$ cat config.mk
export PLATFORM = sky130hd
export DESIGN_NAME = osccs_top
export DESIGN_NICKNAME = d
export VERILOG_FILES = /design/src/inc/osccs_pkg.sv /design/src/core/osccs_top.sv
export SDC_FILE = /design/constraint.sdc
export NUM_CORES = 1
export LEC_CHECK = 0
export ABC_AREA = 1
export BUFFER_PORTS_ARGS = -buffer_cell sky130_fd_sc_hd__buf_2
export CORE_ASPECT_RATIO = 1.4
export CORE_UTILIZATION = 59
export CTS_CLUSTER_DIAMETER = 120
export DETAILED_ROUTE_END_ITERATION = 16
export PLACE_DENSITY_LB_ADDON = 0.08
export SLEW_MARGIN = 0
export SYNTH_ARGS = -nofsm -noshare
export SYNTH_HDL_FRONTEND = slang
export SYNTH_SLANG_ARGS = --single-unit
$ cat constraint.sdc
create_clock -name clk -period 2.56 [get_ports clk]
set_input_delay 0.256 -clock clk [delete_from_list [all_inputs] [get_ports clk]]
set_output_delay 0.256 -clock clk [all_outputs]
set_load 0.01 [all_outputs]
$ cat src/inc/osccs_pkg.sv
package osccs_pkg;
  localparam int        CLK_HZ         = 125_000_000;
  localparam int        POWER_UP_DELAY_TIMER_MS        = 64;
  localparam int        POWER_UP_DELAY_TIMER_CYC       = POWER_UP_DELAY_TIMER_MS * (CLK_HZ / 1000);
  localparam int        OST_EDGES      = 1024;
  localparam logic [3:0] ADDR_CTRL     = 4'h0;
  localparam logic [3:0] ADDR_STATUS   = 4'h4;
  localparam logic [3:0] ADDR_TUNE     = 4'h8;
  localparam logic [3:0] ADDR_CFG      = 4'hC;
  localparam int        CTRL_SCS_LSB   = 0;
  localparam int        CTRL_IRCF_LSB  = 3;
  localparam int        CTRL_SWPLL_BIT = 7;
  localparam logic [7:0] CTRL_RST      = 8'h38;
  localparam int        CFG_FOSC_LSB   = 0;
  localparam int        CFG_PLL_BIT    = 3;
  localparam int        CFG_INSTRUCTION_CLOCK_OUT_BIT = 4;
  localparam int        CFG_POWER_UP_DELAY_TIMER_BIT   = 5;
  localparam logic [5:0] CFG_RST       = 6'h3C;
  localparam int        TUNE_W         = 6;
  localparam logic [5:0] TUNE_RST      = 6'h00;
  localparam logic [2:0] FOSC_INT      = 3'h4;
  localparam logic [2:0] FOSC_EC       = 3'h3;
  localparam logic [3:0] IRCF_MULT     = 4'hE;
  localparam int        ST_HF_READY    = 0;
  localparam int        ST_HF_LOCKED   = 1;
  localparam int        ST_HF_STABLE   = 2;
  localparam int        ST_MF_READY    = 3;
  localparam int        ST_LF_READY    = 4;
  localparam int        ST_MULT_READY  = 5;
  localparam int        ST_OST_DONE    = 6;
  localparam int        ST_BUSY        = 7;
  localparam int        ST_PIN         = 8;
  // Clock paths: 0 ext, 1 lf, 2 mf, 3 hf, 4 multiplier
  localparam logic [2:0] SRC_EXT       = 3'h0;
  localparam logic [2:0] SRC_LF        = 3'h1;
  localparam logic [2:0] SRC_MF        = 3'h2;
  localparam logic [2:0] SRC_HF        = 3'h3;
  localparam logic [2:0] SRC_MULT      = 3'h4;
  typedef enum logic [2:0] {
    OSCCS_POR  = 3'b000,
    OSCCS_POWER_UP_DELAY_TIMER = 3'b001,
    OSCCS_OST  = 3'b010,
    OSCCS_RUN  = 3'b011,
    OSCCS_SLP  = 3'b100
  } osccs_boot_t;
  typedef enum logic [2:0] {
    OSCCS_IDLE = 3'b000,
    OSCCS_WAKE = 3'b001,
    OSCCS_FALL = 3'b010,
    OSCCS_HOLD = 3'b011,
    OSCCS_UPD  = 3'b100
  } osccs_sw_t;
endpackage

$ cat src/core/osccs_top.sv
`timescale 1ns/100ps
module osccs_top
  import osccs_pkg::*;
#(
  parameter int POWER_UP_DELAY_TIMER_CYCLES   = POWER_UP_DELAY_TIMER_CYC,
  parameter int HF_START_CYC  = 64,
  parameter int MF_START_CYC  = 32,
  parameter int LF_START_CYC  = 16,
  parameter int HF_LOCK_CYC   = 128,
  parameter int HF_STABLE_CYC = 512
) (
  input  wire logic        clk,
  input  wire logic        rstn,
  input  wire logic [3:0]  avs_address,
  input  wire logic        avs_read,
  input  wire logic        avs_write,
  input  wire logic [31:0] avs_writedata,
  output logic [31:0]      avs_readdata,
  output logic             avs_waitrequest,
  input  wire logic        por_supply_ok,
  input  wire logic        sleep_req,
  input  wire logic        wake_req,
  input  wire logic        crystal_in_pin,
  input  wire logic        high_freq_internal_clock,
  input  wire logic        mid_freq_internal_clock,
  input  wire logic        low_freq_internal_clock,
  input  wire logic        internal_multiplier,
  input  wire logic        crystal_out_pin_in,
  output logic             crystal_out_pin_out,
  output logic             crystal_out_pin_oe_n,
  output logic             crystal_in_gpio,
  output logic             crystal_out_gpio,
  output logic             hf_osc_enable,
  output logic             mf_osc_enable,
  output logic             lf_osc_enable,
  output logic             multiplier_enable,
  output logic [5:0]       frequency_tuning,
  output logic             core_reset_n,
  output logic             core_run,
  output logic             sys_clock_out
);
  logic [7:0]  clock_control_reg;
  logic [5:0]  cfg_word;
  logic [5:0]  frequency_tuning_reg;
  logic [8:0]  clock_status_reg;
  osccs_boot_t boot;
  osccs_sw_t   sw;
  logic [22:0] power_up_delay_timer_cnt;
  logic [10:0] ost_cnt;
  logic        xtal_q;
  logic [8:0]  hf_div;
  logic [3:0]  mf_div;
  logic        hf_q;
  logic        mf_q;
  logic [9:0]  hf_cnt;
  logic [6:0]  mf_cnt;
  logic [6:0]  lf_cnt;
  logic        hf_ready;
  logic        mf_ready;
  logic        lf_ready;
  logic        hf_locked;
  logic        hf_stable;
  logic [2:0]  cur_src;
  logic [3:0]  cur_path;
  logic        cur_prev;
  logic        new_prev;
  logic [2:0]  tgt_src_q;
  logic [3:0]  tgt_path_q;
  logic [1:0]  instr_div;
  logic        sys_prev;

  // Source and divide exponent of each select code
  function automatic logic [2:0] path_src(input logic [3:0] code);
    if (code[3:1] == 3'h0)
      path_src = SRC_LF;
    else if (code == 4'h2 || code[3:2] == 2'h1)
      path_src = SRC_MF;
    else
      path_src = SRC_HF;
  endfunction

  function automatic logic [3:0] path_div(input logic [3:0] code);
    case (code)
      4'hF:    path_div = 4'h0;
      4'hE:    path_div = 4'h1;
      4'hD:    path_div = 4'h2;
      4'hC:    path_div = 4'h3;
      4'hB:    path_div = 4'h4;
      4'hA:    path_div = 4'h5;
      4'h9:    path_div = 4'h6;
      4'h8:    path_div = 4'h7;
      4'h3:    path_div = 4'h9;
      4'h7:    path_div = 4'h0;
      4'h6:    path_div = 4'h1;
      4'h5:    path_div = 4'h2;
      4'h4:    path_div = 4'h3;
      4'h2:    path_div = 4'h4;
      default: path_div = 4'h0;
    endcase
  endfunction

  // Level of the clock that a source and path produce
  function automatic logic path_level(input logic [2:0] src,
                                      input logic [3:0] code);
    logic [3:0] d;
    d = path_div(code);
    case (src)
      SRC_EXT:  path_level = crystal_in_pin;
      SRC_LF:   path_level = low_freq_internal_clock;
      SRC_MF:   path_level = (d == 4'h0) ? mid_freq_internal_clock
                                         : mf_div[d[1:0] - 2'h1];
      SRC_HF:   path_level = (d == 4'h0) ? high_freq_internal_clock
                                         : hf_div[d - 4'h1];
      SRC_MULT: path_level = internal_multiplier;
      default:  path_level = 1'b0;
    endcase
  endfunction

  function automatic logic src_ready(input logic [2:0] src,
                                     input logic hr, input logic mr,
                                     input logic lr);
    case (src)
      SRC_LF:  src_ready = lr;
      SRC_MF:  src_ready = mr;
      SRC_HF:  src_ready = hr;
      SRC_MULT: src_ready = hr;
      default: src_ready = 1'b1;
    endcase
  endfunction

  // Configuration and control decoding
  wire [1:0] scs       = clock_control_reg[CTRL_SCS_LSB +: 2];
  wire [3:0] ircf      = clock_control_reg[CTRL_IRCF_LSB +: 4];
  wire [2:0] fosc      = cfg_word[CFG_FOSC_LSB +: 3];
  wire       cfg_multiplier_enable = cfg_word[CFG_PLL_BIT];
  wire       sw_multiplier_enable  = clock_control_reg[CTRL_SWPLL_BIT];
  wire       clock_output_enable_n = cfg_word[CFG_INSTRUCTION_CLOCK_OUT_BIT];
  wire       power_up_delay_timer_enable_n         = cfg_word[CFG_POWER_UP_DELAY_TIMER_BIT];
  wire       mult_on   = cfg_multiplier_enable | sw_multiplier_enable;
  wire       internal_clock_mode = scs[1] | (fosc == FOSC_INT);
  wire       xtal_mode = !internal_clock_mode && (fosc < FOSC_EC);
  // Multiplier stays off for the internal block once scs is nonzero
  wire       mult_path = mult_on && (scs == 2'h0) && (fosc == FOSC_INT)
                         && (ircf == IRCF_MULT);
  wire [2:0] tgt_src   = !internal_clock_mode ? SRC_EXT :
                         mult_path ? SRC_MULT : path_src(ircf);
  wire [3:0] tgt_path  = ircf;
  wire       tgt_ready = src_ready(tgt_src_q, hf_ready, mf_ready, lf_ready);
  wire       cur_level = path_level(cur_src, cur_path);
  wire       new_level = path_level(tgt_src_q, tgt_path_q);
  wire       same_sel  = (tgt_src == cur_src) && (tgt_path == cur_path);
  wire       hf_edge   = high_freq_internal_clock & !hf_q;
  wire       mf_edge   = mid_freq_internal_clock & !mf_q;
  wire       xtal_edge = crystal_in_pin & !xtal_q;
  wire       use_hf    = cur_src == SRC_HF || tgt_src_q == SRC_HF ||
                         cur_src == SRC_MULT || tgt_src_q == SRC_MULT;
  // The high oscillator is built on the medium one, so it keeps it running
  wire       use_mf    = use_hf || cur_src == SRC_MF || tgt_src_q == SRC_MF;
  wire       use_lf    = cur_src == SRC_LF || tgt_src_q == SRC_LF;

  // Register bus decode
  wire        bus_req  = (avs_read | avs_write) & avs_waitrequest;
  wire        wr_go    = avs_write & !avs_waitrequest;
  wire        hit_ctrl = avs_address == ADDR_CTRL;
  wire        hit_cfg  = avs_address == ADDR_CFG;
  wire        hit_tune = avs_address == ADDR_TUNE;
  wire [31:0] rd_mux   =
    hit_ctrl ? {24'h000000, clock_control_reg} :
    (avs_address == ADDR_STATUS) ? {23'h000000, clock_status_reg} :
    hit_tune ? {26'h0000000, frequency_tuning_reg} :
    hit_cfg  ? {26'h0000000, cfg_word} : 32'h00000000;

  // One wait cycle per access; writes land at the edge waitrequest is low
  always_ff @(posedge clk or negedge rstn) begin
    if (!rstn) begin
      avs_waitrequest <= 1'b1;
      avs_readdata    <= 32'h00000000;
    end else begin
      avs_waitrequest <= !bus_req;
      if (bus_req && avs_read)
        avs_readdata <= rd_mux;
    end
  end

  always_ff @(posedge clk or negedge rstn) begin
    if (!rstn) begin
      clock_control_reg    <= CTRL_RST;
      cfg_word             <= CFG_RST;
      frequency_tuning_reg <= TUNE_RST;
    end else if (wr_go) begin
      if (hit_ctrl)
        clock_control_reg <= avs_writedata[7:0];
      if (hit_cfg)
        cfg_word <= avs_writedata[5:0];
      if (hit_tune)
        frequency_tuning_reg <= avs_writedata[TUNE_W-1:0];
    end
  end

  // Power-on, power-up delay and start-up count sequence
  always_ff @(posedge clk or negedge rstn) begin
    if (!rstn) begin
      boot     <= OSCCS_POR;
      power_up_delay_timer_cnt <= 23'h000000;
      ost_cnt  <= 11'h000;
    end else if (!por_supply_ok) begin
      boot     <= OSCCS_POR;
      power_up_delay_timer_cnt <= 23'h000000;
      ost_cnt  <= 11'h000;
    end else begin
      case (boot)
        OSCCS_POR: begin
          boot     <= power_up_delay_timer_enable_n ? OSCCS_OST : OSCCS_POWER_UP_DELAY_TIMER;
          power_up_delay_timer_cnt <= 23'h000000;
          ost_cnt  <= 11'h000;
        end
        OSCCS_POWER_UP_DELAY_TIMER: begin
          power_up_delay_timer_cnt <= power_up_delay_timer_cnt + 23'h000001;
          if (power_up_delay_timer_cnt >= 23'(POWER_UP_DELAY_TIMER_CYCLES - 1))
            boot <= OSCCS_OST;
        end
        OSCCS_OST: begin
          if (!xtal_mode || ost_cnt == 11'(OST_EDGES))
            boot <= OSCCS_RUN;
          else if (xtal_edge)
            ost_cnt <= ost_cnt + 11'h001;
        end
        OSCCS_RUN: begin
          if (sleep_req)
            boot <= OSCCS_SLP;
        end
        OSCCS_SLP: begin
          if (wake_req) begin
            boot    <= OSCCS_OST;
            ost_cnt <= 11'h000;
          end
        end
        default: boot <= OSCCS_POR;
      endcase
    end
  end

  // Edge history and postscaler dividers
  always_ff @(posedge clk or negedge rstn) begin
    if (!rstn) begin
      hf_q   <= 1'b0;
      mf_q   <= 1'b0;
      xtal_q <= 1'b0;
      hf_div <= 9'h000;
      mf_div <= 4'h0;
    end else begin
      hf_q   <= high_freq_internal_clock;
      mf_q   <= mid_freq_internal_clock;
      xtal_q <= crystal_in_pin;
      if (hf_edge)
        hf_div <= hf_div + 9'h001;
      if (mf_edge)
        mf_div <= mf_div + 4'h1;
    end
  end

  // Oscillator start-up, lock and stability timing
  always_ff @(posedge clk or negedge rstn) begin
    if (!rstn) begin
      hf_cnt <= 10'h000;
      mf_cnt <= 7'h00;
      lf_cnt <= 7'h00;
    end else begin
      if (!hf_osc_enable)
        hf_cnt <= 10'h000;
      else if (hf_cnt != 10'(HF_STABLE_CYC))
        hf_cnt <= hf_cnt + 10'h001;
      if (!mf_osc_enable)
        mf_cnt <= 7'h00;
      else if (mf_cnt != 7'(MF_START_CYC))
        mf_cnt <= mf_cnt + 7'h01;
      if (!lf_osc_enable)
        lf_cnt <= 7'h00;
      else if (lf_cnt != 7'(LF_START_CYC))
        lf_cnt <= lf_cnt + 7'h01;
    end
  end

  always_ff @(posedge clk or negedge rstn) begin
    if (!rstn) begin
      hf_ready  <= 1'b0;
      mf_ready  <= 1'b0;
      lf_ready  <= 1'b0;
      hf_locked <= 1'b0;
      hf_stable <= 1'b0;
    end else begin
      hf_ready  <= hf_osc_enable && mf_ready
                   && hf_cnt >= 10'(HF_START_CYC);
      hf_locked <= hf_osc_enable && hf_cnt >= 10'(HF_LOCK_CYC);
      hf_stable <= hf_osc_enable && hf_cnt >= 10'(HF_STABLE_CYC);
      mf_ready  <= mf_osc_enable && mf_cnt >= 7'(MF_START_CYC);
      lf_ready  <= lf_osc_enable && lf_cnt >= 7'(LF_START_CYC);
    end
  end

  // Glitch-free switch between clock paths
  always_ff @(posedge clk or negedge rstn) begin
    if (!rstn) begin
      sw         <= OSCCS_IDLE;
      cur_src    <= SRC_EXT;
      cur_path   <= 4'h0;
      tgt_src_q  <= SRC_EXT;
      tgt_path_q <= 4'h0;
      cur_prev   <= 1'b0;
      new_prev   <= 1'b0;
    end else begin
      cur_prev <= cur_level;
      new_prev <= new_level;
      case (sw)
        OSCCS_IDLE: begin
          if (!same_sel) begin
            tgt_src_q  <= tgt_src;
            tgt_path_q <= tgt_path;
            sw         <= OSCCS_WAKE;
          end
        end
        OSCCS_WAKE: begin
          // Already running sources pass straight through
          if (tgt_ready)
            sw <= OSCCS_FALL;
        end
        OSCCS_FALL: begin
          if (cur_prev && !cur_level)
            sw <= OSCCS_HOLD;
        end
        OSCCS_HOLD: begin
          if (!new_prev && new_level) begin
            cur_src  <= tgt_src_q;
            cur_path <= tgt_path_q;
            sw       <= OSCCS_UPD;
          end
        end
        OSCCS_UPD: sw <= OSCCS_IDLE;
        default:   sw <= OSCCS_IDLE;
      endcase
    end
  end

  // Ready and start-up bits refresh only in idle or once the new clock is live; busy and pin bits every cycle
  always_ff @(posedge clk or negedge rstn) begin
    if (!rstn) begin
      clock_status_reg <= 9'h000;
    end else begin
      clock_status_reg[ST_BUSY] <= sw != OSCCS_IDLE;
      clock_status_reg[ST_PIN]  <= crystal_out_pin_in;
      if (sw == OSCCS_IDLE || sw == OSCCS_UPD) begin
        clock_status_reg[ST_HF_READY]   <= hf_ready;
        clock_status_reg[ST_HF_LOCKED]  <= hf_locked;
        clock_status_reg[ST_HF_STABLE]  <= hf_stable;
        clock_status_reg[ST_MF_READY]   <= mf_ready;
        clock_status_reg[ST_LF_READY]   <= lf_ready;
        clock_status_reg[ST_MULT_READY] <= multiplier_enable & hf_ready;
        clock_status_reg[ST_OST_DONE]   <= boot == OSCCS_RUN;
      end
    end
  end

  // Output pins, enables and clock
  always_ff @(posedge clk or negedge rstn) begin
    if (!rstn) begin
      sys_clock_out        <= 1'b0;
      sys_prev             <= 1'b0;
      instr_div            <= 2'h0;
      crystal_out_pin_out  <= 1'b0;
      crystal_out_pin_oe_n <= 1'b1;
      crystal_in_gpio      <= 1'b0;
      crystal_out_gpio     <= 1'b0;
      hf_osc_enable        <= 1'b0;
      mf_osc_enable        <= 1'b0;
      lf_osc_enable        <= 1'b0;
      multiplier_enable    <= 1'b0;
      frequency_tuning     <= TUNE_RST;
      core_reset_n         <= 1'b0;
      core_run             <= 1'b0;
    end else begin
      if (sw == OSCCS_HOLD || (sw == OSCCS_FALL && cur_prev && !cur_level))
        sys_clock_out <= 1'b0;
      else
        sys_clock_out <= cur_level;
      sys_prev <= sys_clock_out;
      if (sys_clock_out && !sys_prev)
        instr_div <= instr_div + 2'h1;
      crystal_in_gpio      <= internal_clock_mode;
      crystal_out_gpio     <= internal_clock_mode && clock_output_enable_n;
      crystal_out_pin_out  <= instr_div[1];
      crystal_out_pin_oe_n <= !(internal_clock_mode
                                && !clock_output_enable_n);
      hf_osc_enable        <= use_hf;
      mf_osc_enable        <= use_mf;
      lf_osc_enable        <= use_lf;
      multiplier_enable    <= mult_on && (scs == 2'h0);
      frequency_tuning     <= frequency_tuning_reg;
      core_reset_n         <= boot != OSCCS_POR && boot != OSCCS_POWER_UP_DELAY_TIMER;
      core_run             <= boot == OSCCS_RUN;
    end
  end
endmodule

# --- Yosys cells after proc, flatten, opt, wreduce, memory -nomap -nowiden ---
# Memory sizes are Yosys's and may differ from the RTL's.
# Index checks and enable logic that the tools add are counted.
op_classes:
  n_addsub: 12
  order_cmp: 11
  eq_ne: 45
  mux: 49
  n_bitwise: 10
  reduce_logical: 62
ops:
  columns: ["cell", "n"]
  rows:
  - ["$pmux W23 S2", 1]
  - ["$mux W11", 4]
  - ["$mux W3", 12]
  - ["$pmux W11 S3", 1]
  - ["$mux W7", 4]
  - ["$eq A3 B2 Y1 const B", 8]
  - ["$add A23 B1 Y23 const B", 1]
  - ["$ge A23 B23 Y1 const B", 1]
  - ["$mux W23", 1]
  - ["$logic_and A1 B1 Y1", 20]
  - ["$mux W10", 2]
  - ["$mux W9", 2]
  - ["$ne A3 B3 Y1 const B", 6]
  - ["$eq A3 B3 Y1 const B", 5]
  - ["$logic_not A3 Y1", 5]
  - ["$pmux W3 S5", 1]
  - ["$add A7 B1 Y7 const B", 2]
  - ["$eq A3 B1 Y1 const B", 4]
  - ["$eq A4 B4 Y1 const B", 3]
  - ["$logic_not A1 Y1", 12]
  - ["$logic_not A4 Y1", 3]
  - ["$mux W6", 2]
  - ["$pmux W3 S4", 1]
  - ["$reduce_and A4 Y1", 3]
  - ["42 further kinds", 85]
word_totals:
  ff_bits: 183
  romBits: 128
  input_bits: 49
  output_inout_bits: 50
  memories: 2
mem_list:
  columns: ["name", "words", "word_bits", "rd", "rd_ports_with_merged_regs", "write_ports", "line", "rtl"]
  rows:
  - ["(name not given)", 16, 4, 1, 0, 0, "osccs_top.sv:83", "case (code)"]
  - ["(name not given)", 16, 4, 1, 0, 0, "osccs_top.sv:83", null]

# --- Longest topological paths before layout ---
logic_depth:
  depth_word: 10
  ltp_mapped: 19
  mapped_depth_nobuf: 19

# --- Worst setup path after synthesis ---
# OpenSTA, ideal clock, no wires.
synth_path:
  path_type: "flip-flop to flip-flop"
  from: "register tgt_path_q[2]"
  to: "register cur_src[0]"
  setup_ns: 0.124
  arrival_ns: 1.976
  required_time_ns: 2.436
  slack_ns: 0.460
  path_stages_with_launch: 17
  synth_period_minus_slack_ns: 2.100
  cell_sequence: "dfrtp_1 -> nor2_1 -> nand2_2 -> nand2_2 -> inv_1 -> ha_1 -> inv_1 -> nand3_1 -> nand3b_1 -> nand3_1 -> nand2_1 -> nand2_1 -> nand2_2 -> nand3_2 -> buf_6 -> nand2_1 -> o21ai_1"
synth_via:
  elab_chain_len: 8
  word_cells_on_any_way: 13
synth_rtl:
  columns: ["item", "line", "rtl"]
  rows:
  - ["start, declared", "osccs_top.sv:68", "logic [3:0] tgt_path_q;"]
  - ["start signal, assigned", "osccs_top.sv:318", "tgt_path_q <= tgt_path;"]
  - ["$mem_v2 Z16 W4 *", null, null]
  - ["$sub A4 B1 Y4 / $sub A2 B1 Y2 (equally long branches)", "osccs_top.sv:113, osccs_top.sv:111", null]
  - ["$bmux W1 S4 / $bmux W1 S2 (equally long branches)", "osccs_top.sv:113, osccs_top.sv:111", null]
  - ["$mux W1, on equally long branches", "osccs_top.sv:113, osccs_top.sv:111", null]
  - ["$mux W1, on equally long branches", "osccs_top.sv:112, osccs_top.sv:110", null]
  - ["$pmux W1 S5 *", "osccs_top.sv:107", "case (src)"]
  - ["named net new_level", "osccs_top.sv:150", "wire new_level = path_level(tgt_src_q, tgt_path_q);"]
  - ["$logic_and A1 B1 Y1 *", "osccs_top.sv:332", "if (!new_prev && new_level) begin"]
  - ["$reduce_and A2 Y1 (no line) *", null, null]
  - ["end signal, assigned", "osccs_top.sv:333", "cur_src <= tgt_src_q;"]
  - ["end, declared", "osccs_top.sv:63", "logic [2:0] cur_src;"]
# Mark *: on every way through the listed nets, which the timed path passes. The rest lies on a longest branch. The select of a mux whose other input is x is not followed.
# A chain may end at the register's enable or synchronous reset.

# --- Worst setup path after layout ---
layout_path:
  from: "register cur_path[3]"
  to: "register sw[1]"
layout_via:
  elab_chain_len: 10
  word_cells_on_any_way: 18
layout_rtl:
  columns: ["item", "line", "rtl"]
  rows:
  - ["start, declared", "osccs_top.sv:64", "logic [3:0] cur_path;"]
  - ["start signal, assigned", "osccs_top.sv:334", "cur_path <= tgt_path_q;"]
  - ["$mem_v2 Z16 W4", null, null]
  - ["$sub A4 B1 Y4 / $sub A2 B1 Y2 (equally long branches)", "osccs_top.sv:113, osccs_top.sv:111", null]
  - ["$bmux W1 S4 / $bmux W1 S2 (equally long branches)", "osccs_top.sv:113, osccs_top.sv:111", null]
  - ["$mux W1, on equally long branches", "osccs_top.sv:113, osccs_top.sv:111", null]
  - ["$mux W1, on equally long branches", "osccs_top.sv:112, osccs_top.sv:110", null]
  - ["$pmux W1 S5", "osccs_top.sv:107", null]
  - ["$logic_not A1 Y1", "osccs_top.sv:328", "if (cur_prev && !cur_level)"]
  - ["$logic_and A1 B1 Y1", "osccs_top.sv:328", null]
  - ["$ne A2 B2 Y1 (no line)", null, null]
  - ["$reduce_and A4 Y1 (no line) *", null, null]
  - ["end signal, assigned", "osccs_top.sv:325", "sw <= OSCCS_FALL;"]
  - ["end signal, assigned", "osccs_top.sv:329", "sw <= OSCCS_HOLD;"]
  - ["end signal, assigned", "osccs_top.sv:335", "sw <= OSCCS_UPD;"]
  - ["end, declared", "osccs_top.sv:47", "osccs_sw_t sw;"]
# Every way passes the cells marked *; elsewhere a longest branch is shown, timed or not. The select of a mux whose other input is x is not followed.

==> out/qor.txt <==
Top delay family on crit path -> simple AND/OR/NAND/NOR gates
Total Power -> 8.692 mW
Die Width -> 102.3 µm
CTS tree -> built
# IOs -> 99
Worst path depth -> 14
Final hold violations -> 0
Vias per inst -> 5.328
Hold depth -> 1
Setup violations, final -> 0
Initial DRC Count -> 254
Critical Path RT -> 2.89 ns
Ys Warns -> 0
Largest register FFs -> 23
Hold slack -> 0.01551 ns
HPWL after DPL -> 12,670 µm
Wire length per cell -> 13.57 µm
Post-route ant nets -> 0
Mapped Area -> 0.008303 mm²
DRC -> 0
Detailed Route WL -> 17,290 µm
Initial core utilization -> 61.16%
Power per cell area -> 934.1 mW/mm²
Worst slew margin -> 46.98%
Post-synth EDFFs -> 0
RSZ-0062 raised after global routing -> no
Synthesized flop and latch total -> 160
Initial antenna violation count -> 0
Maxcap violations -> 0
Tcrit/Tclk final -> 91.79%
Worst r2r path cells -> 14
Buffers and inverters on the worst path -> 2
First-pass iteration count of the detailed router -> 5
Share of cells above drive strength 1 -> 12.73%
Final max-slew violation count -> 0
GRT Total Usage -> 26.03%
Final net count -> 1,143
GPL Wtd Cong -> 0.8660
Psw -> 3.360 mW
CP peak stage delay -> 0.43 ns
Primary FF master, synth -> dfrtp_1
Critical Path, Cell by Cell -> nor2_1 > nand2_2 > nand2_2 > inv_2 > ha_1 > inv_1 > nor3_1 > a21boi_0 > nand2_1 > nand2_1 > nand4_1 > nand2_1 > nand2_1 > a21o_1
Via count -> 6,788
Layout area overhead -> 12.07%
Nature of the critical path startpoint -> flop
Worst-Margin Slew -> 0.7893 ns
Cells after Synth -> 1,009
Clk Tree Root Cell -> clkbuf_16
Largest net degree at the start of global routing -> 57
Port Buf Inserts -> 51
Cell Rows -> 50
Clk pwr share -> 27.4%
Critical Path AT -> 2.68 ns
Class of the worst hold path -> primary input to flop
First-pass GRT wire length -> 29,550 µm
Clock Sinks -> 160
Placed insts -> 1,238
Worst-path clk slew -> 0.07 ns
Die ar. -> 0.01456 mm²
Flop pwr share -> 39.6%
CTS H-tree lvls -> 4
Post-layout util -> 68.54%
WS Path Type -> flop to flop
Die Span Y -> 142.4 µm
Async SR Flop Fraction -> 100.0%
Fmax -> 425.6 MHz
Clock buffer depth -> 2
Internal power -> 5.331 mW
Setup_tns -> 0 ns
Register area share after synthesis -> 48.36%
Gate power share -> 33.0%
Critical Path Most Common Cell -> nand2_1
Sw frac -> 38.66%
Pleak -> 4.481 nW
Crit-path slowest cell -> dfrtp_1
CP Max Fanout -> 7
TritonCTS buffer count -> 17
Final cell count without fillers -> 1,274
Synthesized area per cell -> 8.229 µm²
Clock latency on the worst-skew pair -> 0.43 ns
Vias in the first global route -> 6,483
Yosys cell types -> 54
Status -> complete, no violations
Total gr overflow -> 0
Fin Clk Skew -> 0.007080 ns
Maximum VDD drop -> 0.0007750 V
Antenna Cells -> 0
Core area -> 0.01358 mm²
Fin crit period -> 2.350 ns
CP endpoint kind -> flop
worst paths after layout:
path	from	end	slack (ns)
setup / recovery	cur_path[3]	sw[1]	0.21
hold / removal	crystal_in_pin	xtal_q	0.02
setup reg to reg	cur_path[3]	sw[1]	0.21
hold reg to reg	instr_div[1]	crystal_out_pin_out	0.40
max in group asynchronous	rstn	clock_control_reg[5]	1.46
min in group asynchronous	rstn	power_up_delay_timer_cnt[18]	0.34
placed cells by master (no fill, tap or decap), types with 5 or more instances in the layout:
master	netlist	final
buf_4	23	8
dfrtp_1	151	151
ha_1	15	15
a221oi_1	5	5
a21oi_1	42	42
nand3_1	77	77
nand2_1	199	198
clkbuf_16	0	17
o22ai_1	12	12
nor2_1	81	81
nand4_1	18	18
nand2_2	8	9
conb_1	1	23
o21ai_1	8	8
dfstp_2	9	9
nor3_1	28	28
xor2_1	20	20
nor4_1	8	8
buf_2	3	50
clkinv_4	0	7
inv_1	149	149
nor2_2	5	5
o21ai_0	73	73
nor2_4	5	5
nand3b_1	5	5
area by class of cell:
cell class	count	area, µm²
clock buffer	17	425.4
multi-input combinational	682	3545
tap	182	227.7
timing repair buffer	64	381.6
fill	1160	4270
sequential	160	4015
inverter	154	578.1
clock inverter	15	132.6
logic make-up (layout without fill, tap and decap cells):
logic type      Yosys count  in the layout  share of synthesized area [%]
xor+xnor                 24             24                          2.532
mux                       2              2                         0.2712
other cells               1             23                        0.04516
fa+ha+maj                15             15                          2.260
buf+inv                 189            250                          10.07
flops                   160            160                          48.36
simple gates            452            452                          25.08
compound gates          166            166                          11.39
power groups by stage:
stage | registers [mW] | logic, mW | clock network [mW]
3_3_place_gp | 3.47 | 2.77 | 0
3_5_place_dp | 3.48 | 2.82 | 0
2_1_floorplan | 3.42 | 2.10 | 0
5_1_grt | 3.51 | 3.31 | 2.53
6_report | 3.44 | 2.87 | 2.38
4_1_cts | 3.44 | 2.85 | 2.42
synthesized netlist by cell type, drive strengths merged (5+ instances only):
| cell type | number | share of area, % |
|---|---|---|
| o22ai | 12 | 0.90 |
| nand4 | 18 | 1.4 |
| nor3 | 30 | 1.9 |
| nor4 | 10 | 1.0 |
| dfstp | 9 | 2.8 |
| nor2 | 91 | 4.7 |
| o21ai | 84 | 5.2 |
| ha | 15 | 2.3 |
| nand2 | 208 | 9.7 |
| clkbuf | 7 | 0.32 |
| a221oi | 5 | 0.53 |
| buf | 27 | 2.4 |
| nand3 | 81 | 5.1 |
| inv | 153 | 6.9 |
| dfrtp | 151 | 46 |
| xor2 | 20 | 2.1 |
| a21oi | 42 | 2.5 |
| nand3b | 5 | 0.45 |
worst reg2reg max path: cells and delay by family (launching register included):
family | cells | cell delay, ns
DFF | 1 | 0.43
AOI/OAI and AO/OA | 2 | 0.30
adders and majority gates | 1 | 0.34
and+or+nand+nor | 9 | 0.96
buffers and inverters | 2 | 0.21
metrics by stage:
stage | area [µm²] | setup slack (ns)
after floorplan | 8386 | 0.4603
after global placement | 8697 | 0.2570
after detailed placement | 8697 | 0.2308
after CTS | 9295 | 0.1855
after global routing | 9305 | 0.008887
final | 9305 | 0.2102
routing by layer:
layer  up-vias  wire (µm)  GRT usage, %
li1       3419          -             -
met1      3204       7585         32.81
met2       139       8722         43.84
met3        26        653         4.666
met4         0        330         10.68
met5         -          0             0
repair_timing:
item                                    CTS  global route
endpoints found under the setup margin    0             8
hold buffers                              4             0
setup buffers                             0             0
endpoints found under the hold margin    55             0
gates resized for setup                   0             2
Power figures use the tool's default switching activity.
